==> config.mk <==
export PLATFORM = sky130hd
export DESIGN_NAME = ces_sequencer
export DESIGN_NICKNAME = d
export VERILOG_FILES = /design/src/design/ces_pkg.sv /design/src/design/ces_sequencer.sv /design/src/design/ces_addr_check.sv
export VERILOG_INCLUDE_DIRS = /design/src /design/src/design
export SDC_FILE = /design/constraint.sdc
export NUM_CORES = 1
export LEC_CHECK = 0
export BUFFER_PORTS_ARGS = -buffer_cell sky130_fd_sc_hd__buf_2
export CORE_MARGIN = 1
export CORE_UTILIZATION = 30
export DETAILED_ROUTE_END_ITERATION = 12
export PLACE_DENSITY = 0.54
export SYNTH_ARGS = -nofsm -noshare
export SYNTH_HDL_FRONTEND = slang
export SYNTH_SLANG_ARGS = --single-unit
==> constraint.sdc <==
create_clock -name clk_i -period 19.9 [get_ports clk_i]
set_input_delay 2.985 -clock clk_i [delete_from_list [all_inputs] [get_ports clk_i]]
set_output_delay 2.985 -clock clk_i [all_outputs]
set_load 0.005 [all_outputs]
==> src/design/ces_defs.svh <==
// Constants for the exception sequencer: vectors, field positions, defaults.
`ifndef CES_DEFS_SVH
`define CES_DEFS_SVH

// Vector numbers of the fixed exception sources.
`define CES_VEC_GEN_ILLEGAL 8'h04
`define CES_VEC_SLOT_ILLEGAL 8'h06
`define CES_VEC_CPU_ADDR_ERR 8'h09
`define CES_VEC_DMA_ADDR_ERR 8'h0A
`define CES_VEC_NMI 8'h0B
`define CES_VEC_UBREAK 8'h0C
`define CES_VEC_EXT_BASE 8'h40

// Fixed priority levels.
`define CES_LVL_NMI 5'h10
`define CES_LVL_UBREAK 5'h0F
`define CES_MASK_NMI 4'hF

// Mask field position inside the status register.
`define CES_SR_MASK_LSB 4

// Each stack push moves the stack pointer by one long (four bytes).
`define CES_STACK_STEP 32'h0000_0004

// Default address windows (plain defaults, overridable by parameter).
`define CES_PERIPH_BASE 32'hFFFF_8000
`define CES_PERIPH_MASK 32'hFFFF_8000
`define CES_PER8_BASE 32'hFFFF_8000
`define CES_PER8_MASK 32'hFFFF_C000
`define CES_EXT_BASE 32'h0040_0000
`define CES_EXT_MASK 32'hF040_0000

`endif

==> src/design/ces_pkg.sv <==
// Types shared by the exception sequencer and its address checker.
package ces_pkg;

  // Access size of a bus cycle.
  typedef enum logic [1:0] {
    CES_SZ_BYTE = 2'h0,
    CES_SZ_WORD = 2'h1,
    CES_SZ_LONG = 2'h2
  } ces_size_e;

  // One bus access offered for checking.
  typedef struct packed {
    logic        valid;
    logic        fetch;
    ces_size_e   size;
    logic [31:0] addr;
  } ces_acc_s;

  // Interrupt requests as seen from the interrupt controller.
  typedef struct packed {
    logic            nmi;
    logic            ubreak;
    logic [7:0]      ext_req;
    logic [7:0][3:0] ext_lvl;
    logic            per_req;
    logic [3:0]      per_lvl;
    logic [7:0]      per_vec;
  } ces_irq_s;

  // Memory request used for stacking and vector fetch.
  typedef struct packed {
    logic        req;
    logic        we;
    logic [31:0] addr;
    logic [31:0] wdata;
  } ces_mem_s;

  // Entry sequence states, Gray coded around the loop.
  typedef enum logic [1:0] {
    CES_IDLE    = 2'h0,
    CES_PUSH_SR = 2'h1,
    CES_PUSH_PC = 2'h3,
    CES_FETCH   = 2'h2
  } ces_state_e;

endpackage : ces_pkg

==> src/design/ces_sequencer.sv <==
// Exception detection and entry sequencing for the processor core.
`timescale 1ns/1ns
`include "ces_defs.svh"
module ces_sequencer #(
  parameter logic [31:0] PERIPH_BASE = `CES_PERIPH_BASE,
  parameter logic [31:0] PERIPH_MASK = `CES_PERIPH_MASK,
  parameter logic [31:0] PER8_BASE   = `CES_PER8_BASE,
  parameter logic [31:0] PER8_MASK   = `CES_PER8_MASK,
  parameter logic [31:0] EXT_BASE    = `CES_EXT_BASE,
  parameter logic [31:0] EXT_MASK    = `CES_EXT_MASK,
  parameter int          N_EXT       = 8
) (
  input  wire logic              clk_i,         // Core clock, 20 MHz.
  input  wire logic              rst_i,         // Asynchronous reset, active high.
  input  wire logic              single_chip_i, // Single chip mode.
  input  wire ces_pkg::ces_acc_s cpu_acc_i,     // CPU bus access.
  input  wire ces_pkg::ces_acc_s dma_acc_i,     // DMA or transfer controller access.
  output logic                   cpu_abort_o,   // Terminate CPU bus cycle.
  output logic                   dma_abort_o,   // Terminate DMA bus cycle.
  input  wire ces_pkg::ces_irq_s irq_i,         // Interrupt requests.
  output logic                   int_ack_o,     // Interrupt accepted, one cycle.
  output logic [7:0]             int_vec_o,     // Accepted vector number.
  input  wire logic              insn_done_i,   // Current instruction completes.
  input  wire logic              trap_i,        // Trap instruction executes.
  input  wire logic [7:0]        trap_vec_i,    // Trap vector number.
  input  wire logic              undef_i,       // Undefined code decoded.
  input  wire logic              in_slot_i,     // Decoded instruction is in a slot.
  input  wire logic              pc_write_i,    // Decoded instruction rewrites pc.
  input  wire logic [31:0]       cur_pc_i,      // Address of decoded instruction.
  input  wire logic [31:0]       next_pc_i,     // Address of next instruction.
  input  wire logic [31:0]       br_target_i,   // Target of preceding delayed branch.
  input  wire logic [31:0]       status_register_i, // Current status register.
  input  wire logic [31:0]       sp_i,          // Current stack pointer.
  input  wire logic [31:0]       vector_base_i, // Vector base.
  output ces_pkg::ces_mem_s      mem_o,         // Stack write or vector read.
  input  wire logic              mem_ack_i,     // Memory cycle done.
  input  wire logic [31:0]       mem_rdata_i,   // Read data for vector fetch.
  output logic                   busy_o,        // Entry sequence in progress.
  output logic                   load_o,        // Load new pc, sp, status; one cycle.
  output logic [31:0]            program_counter_o, // New program counter.
  output logic [31:0]            sp_o,          // New stack pointer.
  output logic [31:0]            status_register_o  // New status register.
);
  import ces_pkg::*;

  ces_state_e  state_q, state_d;
  ces_mem_s    mem_q, mem_d;
  logic [31:0] sp_q, sp_d;
  logic [31:0] pc_save_q, pc_save_d;
  logic [31:0] sr_new_q, sr_new_d;
  logic [31:0] pc_new_q, pc_new_d;
  logic [7:0]  vec_q, vec_d;
  logic [1:0]  aerr_q, aerr_d;
  logic        load_q, load_d;
  logic        ack_q, ack_d;
  logic        cpu_err;
  logic        dma_err;
  logic [3:0]  mask;
  logic [4:0]  best_lvl;
  logic [7:0]  best_vec;
  logic        best_nmi;
  logic        best_any;
  logic        int_take;
  logic        slot_ill;

  // Both masters share the same checking rules.
  ces_addr_check #(
    .PERIPH_BASE (PERIPH_BASE),
    .PERIPH_MASK (PERIPH_MASK),
    .PER8_BASE   (PER8_BASE),
    .PER8_MASK   (PER8_MASK),
    .EXT_BASE    (EXT_BASE),
    .EXT_MASK    (EXT_MASK)
  ) u_cpu_chk (
    .acc_i         (cpu_acc_i),
    .single_chip_i (single_chip_i),
    .err_o         (cpu_err)
  );

  ces_addr_check #(
    .PERIPH_BASE (PERIPH_BASE),
    .PERIPH_MASK (PERIPH_MASK),
    .PER8_BASE   (PER8_BASE),
    .PER8_MASK   (PER8_MASK),
    .EXT_BASE    (EXT_BASE),
    .EXT_MASK    (EXT_MASK)
  ) u_dma_chk (
    .acc_i         (dma_acc_i),
    .single_chip_i (single_chip_i),
    .err_o         (dma_err)
  );

  // The faulting cycle ends at once; the exception itself waits.
  assign cpu_abort_o = cpu_err;
  assign dma_abort_o = dma_err;

  assign mask     = status_register_i[`CES_SR_MASK_LSB +: 4];
  assign slot_ill = in_slot_i && (undef_i || pc_write_i);

  // Priority resolve: fixed sources first, ties go to the earlier source.
  // Four-bit level inputs cannot express 16, so only the pin reaches it.
  always_comb begin
    best_lvl = 5'h00;
    best_vec = 8'h00;
    best_nmi = 1'b0;
    best_any = 1'b0;
    if (irq_i.nmi) begin
      best_lvl = `CES_LVL_NMI;
      best_vec = `CES_VEC_NMI;
      best_nmi = 1'b1;
      best_any = 1'b1;
    end else if (irq_i.ubreak) begin
      best_lvl = `CES_LVL_UBREAK;
      best_vec = `CES_VEC_UBREAK;
      best_any = 1'b1;
    end
    for (int i = 0; i < N_EXT; i++) begin
      if (irq_i.ext_req[i] && (!best_any || {1'b0, irq_i.ext_lvl[i]} > best_lvl)) begin
        best_lvl = {1'b0, irq_i.ext_lvl[i]};
        best_vec = `CES_VEC_EXT_BASE + 8'(i);
        best_any = 1'b1;
      end
    end
    if (irq_i.per_req && (!best_any || {1'b0, irq_i.per_lvl} > best_lvl)) begin
      best_lvl = {1'b0, irq_i.per_lvl};
      best_vec = irq_i.per_vec;
      best_any = 1'b1;
    end
  end

  // Only the nonmaskable source bypasses the mask comparison.
  assign int_take = best_any && (best_nmi || best_lvl > {1'b0, mask});

  // Entry sequencer: choose a cause, push status, push pc, fetch vector.
  always_comb begin
    state_d   = state_q;
    mem_d     = mem_q;
    sp_d      = sp_q;
    pc_save_d = pc_save_q;
    sr_new_d  = sr_new_q;
    pc_new_d  = pc_new_q;
    vec_d     = vec_q;
    load_d    = 1'b0;
    ack_d     = 1'b0;
    // A new error from the other master in the clearing cycle stays pending.
    aerr_d    = aerr_q | {dma_err, cpu_err};
    unique case (state_q)
      CES_IDLE: begin
        if ((aerr_q != 2'h0 || cpu_err || dma_err) && insn_done_i) begin
          vec_d     = (aerr_q[0] || cpu_err) ? `CES_VEC_CPU_ADDR_ERR
                                             : `CES_VEC_DMA_ADDR_ERR;
          pc_save_d = next_pc_i;
          sr_new_d  = status_register_i;
          aerr_d    = (aerr_q[0] || cpu_err) ? {aerr_d[1], 1'b0} : 2'h0;
          state_d   = CES_PUSH_SR;
        end else if (slot_ill) begin
          vec_d     = `CES_VEC_SLOT_ILLEGAL;
          pc_save_d = br_target_i;
          sr_new_d  = status_register_i;
          state_d   = CES_PUSH_SR;
        end else if (undef_i) begin
          vec_d     = `CES_VEC_GEN_ILLEGAL;
          pc_save_d = cur_pc_i;
          sr_new_d  = status_register_i;
          state_d   = CES_PUSH_SR;
        end else if (trap_i) begin
          vec_d     = trap_vec_i;
          pc_save_d = next_pc_i;
          sr_new_d  = status_register_i;
          state_d   = CES_PUSH_SR;
        end else if (int_take && insn_done_i) begin
          vec_d     = best_vec;
          pc_save_d = next_pc_i;
          sr_new_d  = status_register_i;
          sr_new_d[`CES_SR_MASK_LSB +: 4] = best_nmi ? `CES_MASK_NMI
                                                     : best_lvl[3:0];
          ack_d     = 1'b1;
          state_d   = CES_PUSH_SR;
        end
        if (state_d == CES_PUSH_SR) begin
          // Stacked status is the value before the mask update.
          sp_d  = sp_i - `CES_STACK_STEP;
          mem_d = '{req: 1'b1, we: 1'b1, addr: sp_i - `CES_STACK_STEP,
                    wdata: status_register_i};
        end
      end
      CES_PUSH_SR: begin
        if (mem_ack_i) begin
          sp_d    = sp_q - `CES_STACK_STEP;
          mem_d   = '{req: 1'b1, we: 1'b1, addr: sp_q - `CES_STACK_STEP,
                      wdata: pc_save_q};
          state_d = CES_PUSH_PC;
        end
      end
      CES_PUSH_PC: begin
        if (mem_ack_i) begin
          mem_d   = '{req: 1'b1, we: 1'b0,
                      addr: vector_base_i + {22'h0, vec_q, 2'h0},
                      wdata: 32'h0000_0000};
          state_d = CES_FETCH;
        end
      end
      CES_FETCH: begin
        if (mem_ack_i) begin
          // The jump is taken directly, with no delay slot.
          pc_new_d = mem_rdata_i;
          mem_d    = '{req: 1'b0, we: 1'b0, addr: 32'h0, wdata: 32'h0};
          load_d   = 1'b1;
          state_d  = CES_IDLE;
        end
      end
    endcase
  end

  // Sequencer registers.
  always_ff @(posedge clk_i or posedge rst_i) begin
    if (rst_i) begin
      state_q   <= CES_IDLE;
      mem_q     <= '{req: 1'b0, we: 1'b0, addr: 32'h0, wdata: 32'h0};
      sp_q      <= 32'h0000_0000;
      pc_save_q <= 32'h0000_0000;
      sr_new_q  <= 32'h0000_0000;
      pc_new_q  <= 32'h0000_0000;
      vec_q     <= 8'h00;
      aerr_q    <= 2'h0;
      load_q    <= 1'b0;
      ack_q     <= 1'b0;
    end else begin
      state_q   <= state_d;
      mem_q     <= mem_d;
      sp_q      <= sp_d;
      pc_save_q <= pc_save_d;
      sr_new_q  <= sr_new_d;
      pc_new_q  <= pc_new_d;
      vec_q     <= vec_d;
      aerr_q    <= aerr_d;
      load_q    <= load_d;
      ack_q     <= ack_d;
    end
  end

  assign mem_o             = mem_q;
  assign busy_o            = state_q != CES_IDLE;
  assign load_o            = load_q;
  assign program_counter_o = pc_new_q;
  assign sp_o              = sp_q;
  assign status_register_o = sr_new_q;
  assign int_ack_o         = ack_q;
  assign int_vec_o         = vec_q;

  // Checks on the design's own behaviour.
  a_fetch_odd: assert property (@(posedge clk_i) disable iff (rst_i)
    cpu_acc_i.valid && cpu_acc_i.fetch && cpu_acc_i.addr[0] |-> cpu_abort_o)
    else $error("odd fetch not flagged");
  a_fetch_periph: assert property (@(posedge clk_i) disable iff (rst_i)
    cpu_acc_i.valid && cpu_acc_i.fetch && ((cpu_acc_i.addr & PERIPH_MASK) == PERIPH_BASE)
    |-> cpu_abort_o)
    else $error("peripheral fetch not flagged");
  a_single_ext: assert property (@(posedge clk_i) disable iff (rst_i)
    dma_acc_i.valid && single_chip_i && ((dma_acc_i.addr & EXT_MASK) == EXT_BASE)
    |-> dma_abort_o)
    else $error("external access in single chip not flagged");
  a_word_align: assert property (@(posedge clk_i) disable iff (rst_i)
    dma_acc_i.valid && !dma_acc_i.fetch && !single_chip_i && dma_acc_i.addr[0] == 1'b0
    && dma_acc_i.size == CES_SZ_WORD |-> !dma_abort_o)
    else $error("even word access flagged");
  a_aerr_wait: assert property (@(posedge clk_i) disable iff (rst_i)
    state_q == CES_IDLE && !insn_done_i && !slot_ill && !undef_i && !trap_i
    |=> state_q == CES_IDLE)
    else $error("entry before instruction completed");
  a_push_order: assert property (@(posedge clk_i) disable iff (rst_i)
    state_q == CES_IDLE ##1 state_q == CES_PUSH_SR |->
    mem_o.we && mem_o.addr == $past(sp_i) - 32'h4 && mem_o.wdata == $past(status_register_i))
    else $error("status push wrong");
  a_mask_gate: assert property (@(posedge clk_i) disable iff (rst_i)
    int_ack_o |-> $past(irq_i.nmi) || status_register_o[`CES_SR_MASK_LSB +: 4] > $past(mask))
    else $error("interrupt taken at or below mask");
  a_nmi_mask: assert property (@(posedge clk_i) disable iff (rst_i)
    int_ack_o && vec_q == `CES_VEC_NMI |-> status_register_o[`CES_SR_MASK_LSB +: 4] == 4'hF)
    else $error("nmi mask not all ones");
  a_vec_addr: assert property (@(posedge clk_i) disable iff (rst_i)
    state_q == CES_FETCH |-> mem_o.addr == vector_base_i + {22'h0, vec_q, 2'h0} && !mem_o.we)
    else $error("vector address wrong");
  a_entry_done: assert property (@(posedge clk_i) disable iff (rst_i)
    state_q == CES_FETCH && mem_ack_i |=> load_o && state_q == CES_IDLE)
    else $error("no jump after vector fetch");

  c_addr_err: cover property (@(posedge clk_i) disable iff (rst_i)
    load_o && vec_q == `CES_VEC_CPU_ADDR_ERR);
  c_nmi: cover property (@(posedge clk_i) disable iff (rst_i)
    int_ack_o && vec_q == `CES_VEC_NMI);
  c_slot: cover property (@(posedge clk_i) disable iff (rst_i)
    load_o && vec_q == `CES_VEC_SLOT_ILLEGAL);
  c_trap: cover property (@(posedge clk_i) disable iff (rst_i) trap_i && !busy_o);

endmodule : ces_sequencer

==> src/design/ces_addr_check.sv <==
// Address error check for one bus master's access.
`timescale 1ns/1ns
`include "ces_defs.svh"
module ces_addr_check #(
  parameter logic [31:0] PERIPH_BASE = `CES_PERIPH_BASE,
  parameter logic [31:0] PERIPH_MASK = `CES_PERIPH_MASK,
  parameter logic [31:0] PER8_BASE   = `CES_PER8_BASE,
  parameter logic [31:0] PER8_MASK   = `CES_PER8_MASK,
  parameter logic [31:0] EXT_BASE    = `CES_EXT_BASE,
  parameter logic [31:0] EXT_MASK    = `CES_EXT_MASK
) (
  input  wire ces_pkg::ces_acc_s acc_i,         // Access under check.
  input  wire logic              single_chip_i, // Single chip mode strap.
  output logic                   err_o          // Access is an address error.
);
  import ces_pkg::*;

  logic in_periph;
  logic in_per8;
  logic in_ext;
  logic fetch_err;
  logic data_err;

  // Space decode by base and mask; the 8-bit window lies inside peripheral space.
  assign in_periph = (acc_i.addr & PERIPH_MASK) == PERIPH_BASE;
  assign in_per8   = in_periph && ((acc_i.addr & PER8_MASK) == PER8_BASE);
  assign in_ext    = (acc_i.addr & EXT_MASK) == EXT_BASE;

  // Fetches must be even, outside peripheral space and on-chip when single chip.
  assign fetch_err = acc_i.addr[0]
                  || in_periph
                  || (single_chip_i && in_ext);

  // Data alignment, narrow peripheral and single chip checks.
  assign data_err = ((acc_i.size == CES_SZ_WORD) && acc_i.addr[0])
                 || ((acc_i.size == CES_SZ_LONG) && (acc_i.addr[1:0] != 2'h0))
                 || ((acc_i.size == CES_SZ_LONG) && in_per8)
                 || (single_chip_i && in_ext);

  assign err_o = acc_i.valid && (acc_i.fetch ? fetch_err : data_err);

endmodule : ces_addr_check

==> impl_metrics.tcl <==
set metrics [dict create \
    status "finished clean" \
    rr_worst_depth 8 \
    insertion_delay_ps 570 \
    cts_max_path_buffers 3 \
    r2r-start "sp_o[15]" \
    worstMarginPinSlew_ps 1230 \
    grt_use_total_pct 22.9 \
    yosys_warnings 0 \
    vias_per_cell 5.21 \
    cp_num_cells 74 \
    path_buf_inv 12 \
    power_density_nw_per_um2 142 \
    drcViolationCount 0 \
    synth.net_count 2081 \
    gp_congestion 0.915 \
    synth_cells 1662 \
    grt_first_pass_wirelength_mm 83.8 \
    fmax_mhz 53.7 \
    grt-ovfl-total 0 \
    antenna_found_initial 9 \
    syn2layout_area_growth_pct 32.1 \
    finalCritPeriodShare_pct 93.6 \
    clk_pin_slew_ps 60 \
    crit_start "irq_i[54]" \
    crit_end "sp_o[2]" \
    layout_commonest_cell "buf_2" \
    fp.coreArea_um2 44500 \
    period_needed_ps 18620 \
    nets 2553 \
    final_area_um2 18000 \
    numPortBuffers 518 \
    start_util_pct 30.6 \
    gr-usage-met2_pct 39.1 \
    cts.hold.buffers_added 0 \
    seq_area_frac_synth_pct 38.2 \
    synth-edff-count 0 \
    rsz0062_at_grt "false" \
    cpPeakStageDelay_ps 450 \
    layout_common_cells "buf_2, nand2_1, dfrtp_1, o21ai_0, a21oi_1" \
    wl_per_cell_um 20.0 \
    ant_nets 0 \
    tns_ps 0 \
    fin_util_pct 40.5 \
    async_reset_ff_share_pct 100 \
    postCtsSetupBuffers 0 \
    r2r_end "sp_o[25]" \
    worst_setup_path_end_kind "register" \
    ios 543 \
    root_buffer "clkbuf_16" \
    slowest_stage "a22oi_1" \
    worstPathMaxFanout 31 \
    drt_wl_total_mm 55.0 \
    place_hpwl_mm 41.1 \
    cts_htree_levels 1 \
    cts_tree "built" \
    cts_made_buffers 28 \
    finalHoldViolCount 0 \
    ys_types 73 \
    grt_max_degree 96 \
    synth.avg_cell_area_um2 8.21 \
    required_ps 20350 \
    critical_path.startpoint_type "primary input" \
    arrival_ps 19070 \
    maxCapViolCount 0 \
    min_path_type "register to register" \
    grt.busiest_layer "met2" \
    critPathMostFrequentCell "a21oi_1" \
    ys.flop_type "dfrtp_1" \
    critPathKind "primary input to register" \
    slew_violations 0 \
    post_dp_cell_area_um2 16900 \
    r2r_slack_ps 16760 \
    grt_pass1_vias 14200 \
    synth_area_um2 13600 \
    fp.dieH_um 215 \
    total_power_mw 2.56 \
    maxSlewHeadroom_pct 17.9 \
    vias 14400 \
    ys_ff_latch 208 \
    grt.met1_usage_pct 29.8 \
    die_w_um 215 \
    die_area_um2 46300 \
    drive_gt1_share_pct 31.7 \
    cts_sinks 208 \
    p_leak_nw 8.71 \
    vdd_drop_max_mv 0.0711 \
    drtPass1Iterations 5 \
    fillers 4633 \
    final-setup-viol-count 0 \
    clock_skew_ps 15.0 \
    drt-initial-drc-count 858 \
    cp_top_family "compound AO/OA/AOI/OAI gates" \
    use_met3_pct 4.61 \
    rows 77 \
]
-- kinds of logic (layout without fill, tap and decap cells) --
logic type	after synthesis	after routing	share of synthesized area, %
and+or+nand+nor	662	663	23.0
muxes	42	42	3.42
AOI/OAI and AO/OA	477	477	21.8
adders and majority gates	51	51	4.73
other	0	7	0
DFF	208	208	38.2
buffers and inverters	149	642	4.19
xor gates and xnor gates	73	73	4.69
-- how the worst min path moves through the flow --
stage	cells after the start	start	slack (ps)	to
after floorplan	2	pc_save_q[0]	450	pc_save_q[0]
after global placement	2	program_counter_o[26]	450	program_counter_o[26]
after detailed placement	2	status_register_o[8]	460	status_register_o[8]
after CTS	2	status_register_o[11]	470	status_register_o[11]
after global routing	2	status_register_o[13]	490	status_register_o[13]
final	2	program_counter_o[2]	470	program_counter_o[2]
-- final cells by class --
class,instances,area [um^2],area share (%)
tap,592,741,4.11
clock inverter,23,338,1.87
inverter,44,173,0.958
timing repair buffer,546,2870,15.9
multi-input combinational,1306,7960,44.2
antenna,7,17.5,0.0972
sequential,208,5210,28.9
clock buffer,29,714,3.97
-- power breakdown --
| group | switching [mW] | leakage [nW] | internal, mW |
|---|---|---|---|
| logic | 0.705 | 5.64 | 0.501 |
| clock network | 0.217 | 0.512 | 0.355 |
| registers | 0.151 | 2.56 | 0.628 |
-- metrics by stage --
stage / worst slack, ps / std cells / hold slack [ps]
4_1_cts: 937 / 2747 / 472
5_1_grt: 27.8 / 2750 / 490
3_5_place_dp: 409 / 2695 / 457
6_report: 1280 / 2755 / 468
3_3_place_gp: 804 / 2695 / 454
2_1_floorplan: 2240 / 1662 / 451
-- sequential cells by signal, indices dropped and copies added, names as in the netlist --
register           cells
mem_o                 66
pc_save_q             32
program_counter_o     32
sp_o                  32
status_register_o     32
int_vec_o              8
aerr_q                 2
state_q                2
int_ack_o              1
load_o                 1
-- repair_timing --
item | in CTS | in global routing
resized for setup | 0 | 4
setup endpoints to repair | 0 | 165
hold endpoints to repair | 0 | 0
-- cell usage after synthesis (all sizes together), types with 13 or more instances --
cell     number  area (um^2)
o21ai       157          790
mux2         37          417
nor2         71          267
ha           50          626
nor4         16          140
inv          44          165
a22oi        42          315
dfrtp       208         5200
nor3         33          170
buf          17         75.1
xnor2        29          254
nand2       341         1280
a31oi        16          100
nand3        68          340
nand4        20          131
a2bb2oi      13          114
o211ai       22          165
xor2         44          385
and3         14         87.6
o22ai        65          407
or3          15          104
a21oi        82          410
nor2b        16          100
clkbuf       88          332
-- routing by layer --
metal  part of all wire, %  routed length, um
met1                    43              23700
met2                    48              26400
met3                   7.1               3900
met4                   1.9               1060
met5                 0.076                 42
-- worst reg2reg max path, delay by kind of cell, from the launching register on --
family | cells | cell delay [ps]
DFF | 1 | 460
and+or+nand+nor | 6 | 2350
AOI/OAI and AO/OA | 2 | 200
Note: power is estimated with default switching activity, not from simulation.
